--- config.mk ---
export PLATFORM = sky130hd
export DESIGN_NAME = uadma_core
export DESIGN_NICKNAME = d
export VERILOG_FILES = /design/src/uadma_pkg.sv /design/src/uadma_ep_if.sv /design/src/uadma_ep_seq.sv /design/src/uadma_core.sv
export SDC_FILE = /design/constraint.sdc
export NUM_CORES = 1
export LEC_CHECK = 0
export BUFFER_PORTS_ARGS = -buffer_cell sky130_fd_sc_hd__buf_2
export CAP_MARGIN = 20
export CORE_MARGIN = 4
export CORE_UTILIZATION = 60
export DETAILED_ROUTE_END_ITERATION = 10
export PLACE_DENSITY = 0.84
export RECOVER_POWER = 25
export SYNTH_ARGS = -nofsm -noshare
export SYNTH_HDL_FRONTEND = slang
export SYNTH_SLANG_ARGS = --single-unit
--- constraint.sdc ---
create_clock -name ref_clk -period 2.99 [get_ports ref_clk]
set_clock_uncertainty 0.2 [all_clocks]
set_input_delay 0.299 -clock ref_clk [delete_from_list [all_inputs] [get_ports ref_clk]]
set_output_delay 0.299 -clock ref_clk [all_outputs]
set_load 0.02 [all_outputs]
--- src/uadma_pkg.sv ---
// package: register map, fields and reset values of the auto dma block
package uadma_pkg;
    localparam logic [3:0] ADDR_CONTROL = 4'h0;
    localparam logic [3:0] ADDR_EVENT   = 4'h1;
    localparam logic [3:0] ADDR_MASK    = 4'h2;
    localparam logic [3:0] ADDR_MIRROR  = 4'h3;
    localparam logic [3:0] ADDR_COUNT   = 4'h4;
    localparam logic [3:0] ADDR_ERROR   = 4'h5;
    localparam int CTL_DEN   = 7;
    localparam int CTL_IGN   = 6;
    localparam int CTL_INITIAL_TOGGLE  = 5;
    localparam int CTL_AUTO_DMA_MODE  = 4;
    localparam int CTL_DMOD  = 3;
    localparam int EV_HALT   = 0;
    localparam int EV_ERR    = 1;
    localparam int EV_CNT    = 2;
    localparam int EV_SHORT  = 3;
    localparam int EV_EXPECTED_TOGGLE   = 5;
    localparam int ERR_AEH   = 7;
    localparam logic [7:0] CONTROL_RST = 8'h00;
    localparam logic [3:0] MASK_RST    = 4'h0;
    localparam logic [7:0] COUNT_RST   = 8'h00;
    localparam logic [6:0] ERRCNT_RST  = 7'h00;
    localparam logic [6:0] FIFO_FULL   = 7'h40;
    typedef enum logic [1:0] {UA_CMD_NONE, UA_CMD_RETRY, UA_CMD_FLUSH}
        uadma_cmd_t;
endpackage

--- src/uadma_ep_if.sv ---
// interface: endpoint-side signals of the selected channel
`timescale 1ns/100ps
`default_nettype none
interface uadma_ep_if;
    logic       pktDone;
    logic       isTx;
    logic       rxErr;
    logic       txAck;
    logic       pktToggle;
    logic [6:0] pktLen;
    logic       dmaBusy;
    logic       epEnable;
    logic       useDmaToggle;
    logic       dmaToggle;
    uadma_pkg::uadma_cmd_t cmd;
    modport core (input pktDone, isTx, rxErr, txAck, pktToggle, pktLen,
                  dmaBusy,
                  output epEnable, useDmaToggle, dmaToggle, cmd);
    modport seq  (output pktDone, isTx, rxErr, txAck, pktToggle, pktLen,
                  dmaBusy,
                  input epEnable, useDmaToggle, dmaToggle, cmd);
endinterface
`default_nettype wire

--- src/uadma_ep_seq.sv ---
// module: registers the endpoint packet signals for the core, passes dma busy through
`timescale 1ns/100ps
`default_nettype none
module uadma_ep_seq (
    input  wire logic  ref_clk,
    input  wire logic  srst,
    input  wire logic  clkEn,
    input  wire logic  epPktDone,
    input  wire logic  epIsTx,
    input  wire logic  epRxErr,
    input  wire logic  epTxAck,
    input  wire logic  epToggle,
    input  wire logic  [6:0] epLen,
    input  wire logic  dmaCycleBusy,
    uadma_ep_if.seq    ep
);
    import uadma_pkg::*;
    // registered so every packet event reaches the core in one cycle
    always_ff @(posedge ref_clk) begin
        if (srst) begin
            ep.pktDone   <= 1'b0;
            ep.isTx      <= 1'b0;
            ep.rxErr     <= 1'b0;
            ep.txAck     <= 1'b0;
            ep.pktToggle <= 1'b0;
            ep.pktLen    <= 7'h00;
        end else if (clkEn) begin
            ep.pktDone   <= epPktDone;
            ep.isTx      <= epIsTx;
            ep.rxErr     <= epRxErr;
            ep.txAck     <= epTxAck;
            ep.pktToggle <= epToggle;
            ep.pktLen    <= epLen;
        end
    end
    assign ep.dmaBusy = dmaCycleBusy;
endmodule
`default_nettype wire

--- src/uadma_core.sv ---
// module: auto dma sequencing, event flags and register port
//
// The register addresses and strobed register access are this design's own decisions.
`timescale 1ns/100ps
`default_nettype none
module uadma_core (
    input  wire logic  ref_clk,
    input  wire logic  srst,
    input  wire logic  clkEn,
    input  wire logic  [3:0] regAddr,
    input  wire logic  [7:0] regWrData,
    input  wire logic  regWrite,
    input  wire logic  regRead,
    output logic       [7:0] regRdData,
    input  wire logic  interfaceSelectPin,
    input  wire logic  fifoAccess,
    input  wire logic  epRegAccess,
    input  wire logic  isoMode,
    input  wire logic  [7:0] endpointTransmitStatus,
    input  wire logic  [7:0] endpointReceiveStatus,
    input  wire logic  epPktDone,
    input  wire logic  epIsTx,
    input  wire logic  epRxErr,
    input  wire logic  epTxAck,
    input  wire logic  epToggle,
    input  wire logic  [6:0] epLen,
    input  wire logic  dmaCycleBusy,
    output logic       altDmaEvent,
    output logic       epEnable,
    output logic       useDmaToggle,
    output logic       dmaToggle,
    output uadma_pkg::uadma_cmd_t epCmd,
    output logic       [2:0] sourceEndpointSelect,
    output logic       autoActive
);
    import uadma_pkg::*;
    typedef enum logic [1:0] {UA_IDLE, UA_RUN, UA_DRAIN} uadma_state_t;

    uadma_ep_if ep();
    uadma_ep_seq seqInst (
        .ref_clk      (ref_clk),
        .srst         (srst),
        .clkEn        (clkEn),
        .epPktDone    (epPktDone),
        .epIsTx       (epIsTx),
        .epRxErr      (epRxErr),
        .epTxAck      (epTxAck),
        .epToggle     (epToggle),
        .epLen        (epLen),
        .dmaCycleBusy (dmaCycleBusy),
        .ep           (ep)
    );

    logic [7:0]   dmaControl;
    logic [3:0]   eventBits;
    logic         expectedToggle;
    logic [3:0]   eventMask;
    logic [7:0]   packetCount;
    logic         autoErrorHandling;
    logic [6:0]   errPreset;
    logic [6:0]   errCounter;
    uadma_state_t state;
    uadma_state_t next_state;
    logic [3:0]   setEvents;
    logic         wrCtl;
    logic         wrEvt;
    logic         wrCnt;
    logic         denBit;
    logic         admaBit;
    logic         abortNow;
    logic         denNext;
    logic         pktBad;
    logic         tglMiss;
    logic         pktGood;
    logic         anyEvent;

    function automatic logic hit(input logic [3:0] a, input logic [3:0] b);
        hit = (a == b);
    endfunction

    assign wrCtl = regWrite && hit(regAddr, ADDR_CONTROL);
    assign wrEvt = regWrite && hit(regAddr, ADDR_EVENT);
    assign wrCnt = regWrite && hit(regAddr, ADDR_COUNT);
    assign denBit  = dmaControl[CTL_DEN];
    assign admaBit = dmaControl[CTL_AUTO_DMA_MODE];
    assign anyEvent = |eventBits;
    assign autoActive = (state != UA_IDLE);

    // packet outcome of the selected endpoint
    assign pktBad = ep.isTx ? !ep.txAck : ep.rxErr;
    // compared against the toggle before it advances
    assign tglMiss = (ep.pktToggle != expectedToggle)
                     && !(!ep.isTx && dmaControl[CTL_IGN]);
    assign pktGood = ep.pktDone && !pktBad && !tglMiss;

    // enable as it stands after this edge, so a clearing write stops at once
    assign denNext = wrCtl ? (regWrData[CTL_DEN] && !interfaceSelectPin)
                           : denBit;
    // immediate-stop causes: enable dropped, fifo access, or endpoint register poke with auto mode set
    assign abortNow = autoActive && (!denNext
                      || fifoAccess
                      || (epRegAccess && admaBit));

    // control register; serial mode makes the enable write inert
    always_ff @(posedge ref_clk) begin
        if (srst) begin
            dmaControl <= CONTROL_RST;
        end else if (clkEn && wrCtl) begin
            dmaControl <= regWrData;
            if (interfaceSelectPin) begin
                dmaControl[CTL_DEN] <= 1'b0;
            end
        end
    end

    // sequencer
    always_comb begin
        next_state = state;
        case (state)
            UA_IDLE: begin
                if (denBit && admaBit && !anyEvent) begin
                    next_state = UA_RUN;
                end
            end
            UA_RUN: begin
                if (abortNow || anyEvent) begin
                    next_state = UA_IDLE;
                end else if (!admaBit) begin
                    next_state = UA_DRAIN;
                end
            end
            UA_DRAIN: begin
                // wait for the current dma cycle before going idle
                if (abortNow || !ep.dmaBusy) begin
                    next_state = UA_IDLE;
                end
            end
            default: next_state = UA_IDLE;
        endcase
    end

    always_ff @(posedge ref_clk) begin
        if (srst) begin
            state <= UA_IDLE;
        end else if (clkEn) begin
            state <= next_state;
        end
    end

    // event sources for this cycle
    always_comb begin
        setEvents = 4'h0;
        // halt raised as the engine reaches idle by an abort or from drain, not when an event ends the run
        if (autoActive && next_state == UA_IDLE && !anyEvent
            && (abortNow || state == UA_DRAIN)) begin
            setEvents[EV_HALT] = 1'b1;
        end
        if (state == UA_RUN && ep.pktDone && (pktBad || tglMiss)) begin
            if (!autoErrorHandling || errCounter == 7'h00 || tglMiss) begin
                setEvents[EV_ERR] = 1'b1;
            end
        end
        if (state == UA_RUN && pktGood && packetCount == 8'h00) begin
            setEvents[EV_CNT] = 1'b1;
        end
        if (state == UA_RUN && pktGood && !ep.isTx
            && ep.pktLen < FIFO_FULL) begin
            setEvents[EV_SHORT] = 1'b1;
        end
    end

    // sticky events: a new event beats a clearing write
    always_ff @(posedge ref_clk) begin
        if (srst) begin
            eventBits <= 4'h0;
        end else if (clkEn) begin
            if (wrEvt) begin
                eventBits <= (eventBits & ~regWrData[3:0]) | setEvents;
            end else begin
                eventBits <= eventBits | setEvents;
            end
        end
    end

    // unmasked events pulse the alternate event flag
    always_ff @(posedge ref_clk) begin
        if (srst) begin
            altDmaEvent <= 1'b0;
        end else if (clkEn) begin
            altDmaEvent <= |(setEvents & eventMask);
        end
    end

    always_ff @(posedge ref_clk) begin
        if (srst) begin
            eventMask <= MASK_RST;
        end else if (clkEn && regWrite && hit(regAddr, ADDR_MASK)) begin
            eventMask <= regWrData[3:0];
        end
    end

    // expected toggle: control write wins over the packet flip
    always_ff @(posedge ref_clk) begin
        if (srst) begin
            expectedToggle <= 1'b0;
        end else if (clkEn) begin
            if (wrCtl) begin
                expectedToggle <= regWrData[CTL_INITIAL_TOGGLE];
            end else if (ep.pktDone && !pktBad) begin
                expectedToggle <= !expectedToggle;
            end
        end
    end

    // packet count: write wins, never below zero
    always_ff @(posedge ref_clk) begin
        if (srst) begin
            packetCount <= COUNT_RST;
        end else if (clkEn) begin
            if (wrCnt) begin
                packetCount <= regWrData;
            end else if (state == UA_RUN && pktGood
                         && packetCount != 8'h00) begin
                packetCount <= packetCount - 8'h01;
            end
        end
    end

    // error preset; ignored while auto mode runs
    always_ff @(posedge ref_clk) begin
        if (srst) begin
            autoErrorHandling <= 1'b0;
            errPreset         <= ERRCNT_RST;
        end else if (clkEn && regWrite && hit(regAddr, ADDR_ERROR)
                     && !autoActive) begin
            autoErrorHandling <= regWrData[ERR_AEH];
            errPreset         <= regWrData[6:0];
        end
    end

    // consecutive error counter
    always_ff @(posedge ref_clk) begin
        if (srst) begin
            errCounter <= ERRCNT_RST;
        end else if (clkEn) begin
            if (state != UA_RUN || pktGood) begin
                errCounter <= errPreset;
            end else if (ep.pktDone && pktBad && autoErrorHandling
                         && errCounter != 7'h00) begin
                errCounter <= errCounter - 7'h01;
            end
        end
    end

    // endpoint commands: retry or flush a bad packet, drop iso transmit errors
    always_ff @(posedge ref_clk) begin
        if (srst) begin
            epCmd <= UA_CMD_NONE;
        end else if (clkEn) begin
            epCmd <= UA_CMD_NONE;
            if (state == UA_RUN && ep.pktDone && pktBad
                && autoErrorHandling && !setEvents[EV_ERR]) begin
                if (ep.isTx && !isoMode) begin
                    epCmd <= UA_CMD_RETRY;
                end else if (!ep.isTx) begin
                    epCmd <= UA_CMD_FLUSH;
                end
            end
        end
    end

    assign epEnable = (state == UA_RUN);
    // auto transmit drives the pid from our toggle, not the endpoint bit
    assign useDmaToggle = (state != UA_IDLE);
    assign dmaToggle = expectedToggle;
    assign sourceEndpointSelect = dmaControl[2:0];
    assign ep.epEnable = epEnable;
    assign ep.useDmaToggle = useDmaToggle;
    assign ep.dmaToggle = dmaToggle;
    assign ep.cmd = epCmd;

    // read port; mirror read has no side effects
    always_ff @(posedge ref_clk) begin
        if (srst) begin
            regRdData <= 8'h00;
        end else if (clkEn && regRead) begin
            case (regAddr)
                ADDR_CONTROL: regRdData <= dmaControl;
                ADDR_EVENT:   regRdData <= {2'b00, expectedToggle, 1'b0,
                                            eventBits};
                ADDR_MASK:    regRdData <= {4'h0, eventMask};
                // odd source codes select a receive endpoint
                ADDR_MIRROR:  regRdData <= dmaControl[0]
                                           ? endpointReceiveStatus
                                           : endpointTransmitStatus;
                ADDR_COUNT:   regRdData <= packetCount;
                ADDR_ERROR:   regRdData <= {autoErrorHandling,
                                  autoActive ? errCounter : errPreset};
                default:      regRdData <= 8'h00;
            endcase
        end
    end
endmodule
`default_nettype wire

==> results of run 1 <==
[flip-flops by register name, indices dropped and copies added, names as in the netlist]
register	cells
state	2
seqInst.ep.pktLen	1
epCmd	2
errCounter	7
seqInst.ep.rxErr	1
altDmaEvent	1
seqInst.ep.txAck	1
regRdData	8
eventBits	4
autoErrorHandling	1
seqInst.ep.pktToggle	1
seqInst.ep.pktDone	1
dmaToggle	1
errPreset	7
packetCount	8
eventMask	4
seqInst.ep.isTx	1
dmaControl	8
[synthesized netlist by cell type (5+ instances only)]
| cell | n | area share |
|---|---|---|
| nand3_1 | 11 | 0.016 |
| nor2_1 | 50 | 0.055 |
| nand2_1 | 34 | 0.037 |
| a22oi_1 | 6 | 0.013 |
| o21ai_0 | 11 | 0.016 |
| buf_4 | 8 | 0.018 |
| a21oi_1 | 21 | 0.031 |
| a211oi_1 | 6 | 0.013 |
| inv_1 | 15 | 0.016 |
| o32ai_1 | 6 | 0.015 |
| a22o_1 | 7 | 0.018 |
| dfxtp_1 | 59 | 0.35 |
| mux2i_1 | 52 | 0.15 |
| clkbuf_1 | 10 | 0.011 |
| a211o_1 | 5 | 0.013 |
| o22ai_1 | 7 | 0.013 |
[stage by stage]
stage	area, µm²	hold WS [ns]	instances
2_1_floorplan	3421	0.2376	393
3_3_place_gp	3715	0.2407	506
3_5_place_dp	3715	0.2444	506
4_1_cts	3908	0.002795	524
5_1_grt	3890	0.02455	524
6_report	3890	0.002982	524
[critical path: stages, from the launching register on]
cell and delay (ns):
dfxtp_1 0.37, inv_1 0.08, ha_1 0.20, or3b_4 0.43, nand2b_1 0.19, a32oi_2 0.64
o21ai_0 0.21, a21oi_1 0.17
[metal layers]
layer	global-route usage	wire [µm]	vias up
met1	0.3600	4176	1539
met3	0.05133	803	24
met2	0.4592	4471	176
met4	0.1038	214	0
li1	-	-	1539
met5	0	0	-
[cells in the final DEF, fill, tap and decap left out, types with 5 or more instances in the layout]
cell / synthesis / final
o22ai_1: 7 / 7
clkbuf_1: 10 / 17
o32ai_1: 6 / 6
inv_1: 15 / 15
dfxtp_1: 59 / 59
a22o_1: 7 / 7
nand3_1: 11 / 11
buf_2: 3 / 47
nor2_1: 50 / 50
mux2i_1: 52 / 52
nand2_1: 34 / 34
a211o_1: 5 / 5
a211oi_1: 6 / 6
o21ai_0: 11 / 11
a22oi_1: 6 / 6
clkbuf_8: 0 / 11
a21oi_1: 21 / 21
[power breakdown]
part | leakage [nW] | switching, mW | internal, mW
logic | 1.04 | 0.109 | 0.0700
clock network | 0.0905 | 0.302 | 0.344
registers | 0.477 | 0.0117 | 0.795
[worst max-delay path by stage]
stage | endpoint | slack (ns) | cells past startpoint
floorplan | packetCount[5]$_SDFFE_PP0P_ | 0.95 | 8
global placement | packetCount[2]$_SDFFE_PP0P_ | 0.63 | 7
detailed placement | packetCount[2]$_SDFFE_PP0P_ | 0.54 | 7
CTS | packetCount[2]$_SDFFE_PP0P_ | 0.52 | 7
global route | packetCount[2]$_SDFFE_PP0P_ | 0.32 | 7
finish | packetCount[2]$_SDFFE_PP0P_ | 0.43 | 7
[cell families after synthesis]
kind of cell             synth area share
AO/OA/AOI/OAI                      0.2125
XOR/XNOR                         0.004756
adder cells (fa/ha/maj)           0.01097
buffers and inverters             0.05596
flip-flops                         0.3453
multiplexers                       0.1554
AND/OR/NAND/NOR                    0.2151
[final cells by class]
class	count	area, µm²
Timing Repair Buffer	67	337.8
Tap cell	72	90.09
Clock buffer	14	162.7
Fill cell	462	1617
Multi-Input combinational cell	294	2048
Sequential cell	59	1181
Inverter	16	60.06
Clock inverter	2	10.01
==> metrics, run 1 <==
placement row count=27; Max IR drop VDD=0.2882 mV; Die Ht=83.51 µm; Post-Synthesis Cells=393; Die W=83.51 µm; 1st-iter DRT viols=255; r2r startpoint=packetCount[0]$_SDFFE_PP0P_; Avg WL per Cell=18.45 µm; R2R setup slack=0.43 ns; post-cts sizing count=0; status=complete, no violations; Tmin final=2.563 ns; final worst setup slack=0.4269 ns; DRT Pass-1 Iters=5; initial core utilization=0.6212; proportion of layout cells with a drive suffix above 1=0.2058; crit end category=register; maxcap violations=0; Netlist cell types=65; fin util=0.7064; H-tree depth=3; DRC viols=0; CTS root buffer=clkbuf_8; FF+latch count, synth=59; Post-synth EDFFs=0; reg2reg path depth=7; Setup TNS=0 ns; GPL Wtd Cong=0.9402; io pins=68; input/output buffers=61; Slew Limit Fails=0; Fin. Hold Viols=0; Hold Crit Start=epPktDone; Worst-path clk slew=0.06 ns; Reg-to-Reg End=packetCount[2]$_SDFFE_PP0P_; largest net degree at the start of global routing=22; Syn Nets=446; vias per cell=6.256; Leakage=1.607 nW; initial antenna violation count=0; ant diodes=0; CORE AREA=5507 µm²; DP HPWL=6990 µm; f_max=390.1 MHz; number of CTS-inserted buffers=9; Critical Path AT=2.63 ns; Max Buffers Root-to-Sink=2; Main synth FF type=dfxtp_1; die area=6973 µm²; CP startpoint=packetCount[0]$_SDFFE_PP0P_; Hold Crit Depth=3; Worst Hold End=seqInst.ep.pktDone$_SDFFE_PP0P_; maximum fanout along the worst path=15; Least-Margin Pin Slew=1.074 ns; Slew Limit Headroom=0.2842; Seq/Total Area, Yosys=0.3453; Total GRT Usage=0.2773; post-layout net count=500; hold_buf cts=2; vias in the first global route=3126; ys async rst share=0; type of origin of the critical path=register; CTS tree=built; wirelength, routed=9666 µm; worst skew pair latency=0.34 ns; worst endpoint required time=3.05 ns; Worst Path Class, Setup=register to register; crit share post-route=0.8572; Power per Cell Area=419.6 nW/µm²; GRT Residual Overflow=0; post-CTS setup buffers=0; Mapped Area=3421 µm²; final setup violation count=0; first-pass GRT wire length=15620 µm; unrepaired setup endpoints after global routing=no; vias post-DR=3278; Pwr Total=1.632 mW; Avg Inst Size Synth=8.704 µm²; Area Overhead vs Synth=13.72%; clock sinks=59; YS warnings=0; Setup WS pre-CTS=0.5438 ns; Routed Antenna Nets=0; Hold WC Path Type=input port to register
Power figures use the tool's default switching activity.
==> inputs of run 2 (changes only) <==
--- a/config.mk
+++ b/config.mk
@@ -8,10 +8,10 @@
 export BUFFER_PORTS_ARGS = -buffer_cell sky130_fd_sc_hd__buf_2
 export CAP_MARGIN = 20
 export CORE_MARGIN = 4
-export CORE_UTILIZATION = 60
+export CORE_UTILIZATION = 40
 export DETAILED_ROUTE_END_ITERATION = 10
-export PLACE_DENSITY = 0.84
-export RECOVER_POWER = 25
+export PLACE_DENSITY = 0.61
+export RECOVER_POWER = 50
 export SYNTH_ARGS = -nofsm -noshare
 export SYNTH_HDL_FRONTEND = slang
 export SYNTH_SLANG_ARGS = --single-unit
==> constraint.sdc (replaced) <==
create_clock -name ref_clk -period 2.1 [get_ports ref_clk]
set_clock_uncertainty 0.2 [all_clocks]
set_input_delay 0.21 -clock ref_clk [delete_from_list [all_inputs] [get_ports ref_clk]]
set_output_delay 0.21 -clock ref_clk [all_outputs]
set_load 0.02 [all_outputs]
==> metrics, run 2 (same netlist as run 1, synthesis figures left out) <==
CP peak stage delay=0.38 ns; final setup violation count=0; Worst Path Class, Setup=register to register; Leakage=1.853 nW; most common cell after layout, fill and taps aside=dfxtp_1; Slew Limit Headroom=0.5739; commonest non-fill, non-tap cells in the layout=dfxtp_1 (58), mux2i_1 (52), nor2_1 (51), buf_2 (44), buf_4 (36); Final Cell Area=4425 µm²; GRT Residual Overflow=0; status=complete, no violations; io pins=68; Slew Limit Fails=0; Max Buffers Root-to-Sink=2; post-layout net count=552; Power per Cell Area=568.1 nW/µm²; DRT Pass-1 Iters=4; worst endpoint required time=2.13 ns; Die W=100.5 µm; vias per cell=5.491; input/output buffers=61; Total GRT Usage=0.2140; first-pass GRT wire length=16740 µm; DRC viols=0; number of CTS-inserted buffers=9; Largest regs=dmaControl (8), packetCount (8), regRdData (8); Routed Antenna Nets=0; 1st-iter DRT viols=174; DP HPWL=7915 µm; CP Cell Sequence=inv_1, ha_4, or3b_4, nand2b_4, a32oi_2, buf_4, a21o_1, a21oi_1; initial core utilization=0.4142; ant diodes=0; initial antenna violation count=0; CORE AREA=8258 µm²; Max IR drop VDD=0.3444 mV; CTS tree=built; Slowest-stage cell, CP=or3b_4; crit end category=register; Avg WL per Cell=17.42 µm; wirelength, routed=10610 µm; largest net degree at the start of global routing=27; crit-path leading delay family=simple AND/OR/NAND/NOR gates; CP Buf/Inv Count=2; clock sinks=59; crit share post-route=0.9780; GPL Wtd Cong=0.9088; vias post-DR=3344; H-tree depth=3; f_max=486.9 MHz; maxcap violations=0; Area Overhead vs Synth=29.37%; worst skew pair latency=0.35 ns; Least-Margin Pin Slew=0.6339 ns; Tmin final=2.054 ns; proportion of layout cells with a drive suffix above 1=0.2698; Setup TNS=0 ns; unrepaired setup endpoints after global routing=yes; vias in the first global route=3234; die area=10100 µm²; Worst-path clk slew=0.07 ns; CTS root buffer=clkbuf_8; Die Ht=100.5 µm; Critical Path AT=2.08 ns; Cell Area, Placed=4039 µm²; maximum fanout along the worst path=7; type of origin of the critical path=register; Fin. Hold Viols=0; hold_ws=0.01009 ns; placement row count=33; Hold WC Path Type=input port to register
-- run 2: timing repair --
| action | 4_1_cts | 5_1_grt |
|---|---|---|
| hold buffers | 15 | 0 |
| gates resized for setup | 1 | 12 |
| endpoints found under the setup margin | 2 | 16 |
| pin swaps | 0 | 4 |
| hold endpoints to repair | 20 | 0 |
| gates cloned | 0 | 1 |
| buffers inserted | 0 | 2 |
-- run 2: per-stage QoR --
step	power (mW)	utilization	cells	setup slack [ns]
3_3_place_gp	1.438	0.4891	575	0.04598
3_5_place_dp	1.444	0.4891	575	0.01918
6_report	2.514	0.5359	609	0.04622
5_1_grt	2.615	0.5359	609	-0.008924
2_1_floorplan	1.321	-	393	0.05651
4_1_cts	2.518	0.5327	606	0.01597
-- run 2: area by class of cell --
type / count / area [µm²]
timing repair buffer: 119 / 773.2
clock buffer: 10 / 137.6
clock inverter: 6 / 65.06
multi-input combinational: 294 / 2076
tap: 105 / 131.4
inverter: 16 / 60.06
sequential: 59 / 1182
fill: 812 / 3832
-- run 2: worst paths after layout --
check,start,endpoint,slack (ns),cells after the start
setup / recovery,packetCount[0]$_SDFFE_PP0P_,packetCount[2]$_SDFFE_PP0P_,0.05,8
hold / removal,interfaceSelectPin,dmaControl[7]$_SDFFE_PP0P_,0.01,4
setup reg to reg,packetCount[0]$_SDFFE_PP0P_,packetCount[2]$_SDFFE_PP0P_,0.05,8
hold reg to reg,regRdData[6]$_SDFFE_PP0P_,regRdData[6]$_SDFFE_PP0P_,0.27,2
-- run 2: where the power goes --
part / internal (mW) / leakage (nW) / switching (mW) / total (mW)
Combinational: 0.143 / 1.29 / 0.171 / 0.315
Clock: 0.576 / 0.0905 / 0.479 / 1.06
Sequential: 1.13 / 0.477 / 0.0122 / 1.14
-- run 2: per-layer routing --
metal	up-vias	wire, µm	global-route usage
met5	-	0	0
met4	0	134	0.06114
met3	13	648	0.04567
met2	105	4865	0.3344
met1	1580	4961	0.2977
li1	1646	-	-
-- run 2: worst register-to-register path: stages, from the launching register on --
cell and delay, ns:
dfxtp_1 0.34, inv_1 0.09, ha_4 0.14, or3b_4 0.38
nand2b_4 0.16, a32oi_2 0.28, buf_4 0.20, a21o_1 0.10
a21oi_1 0.05
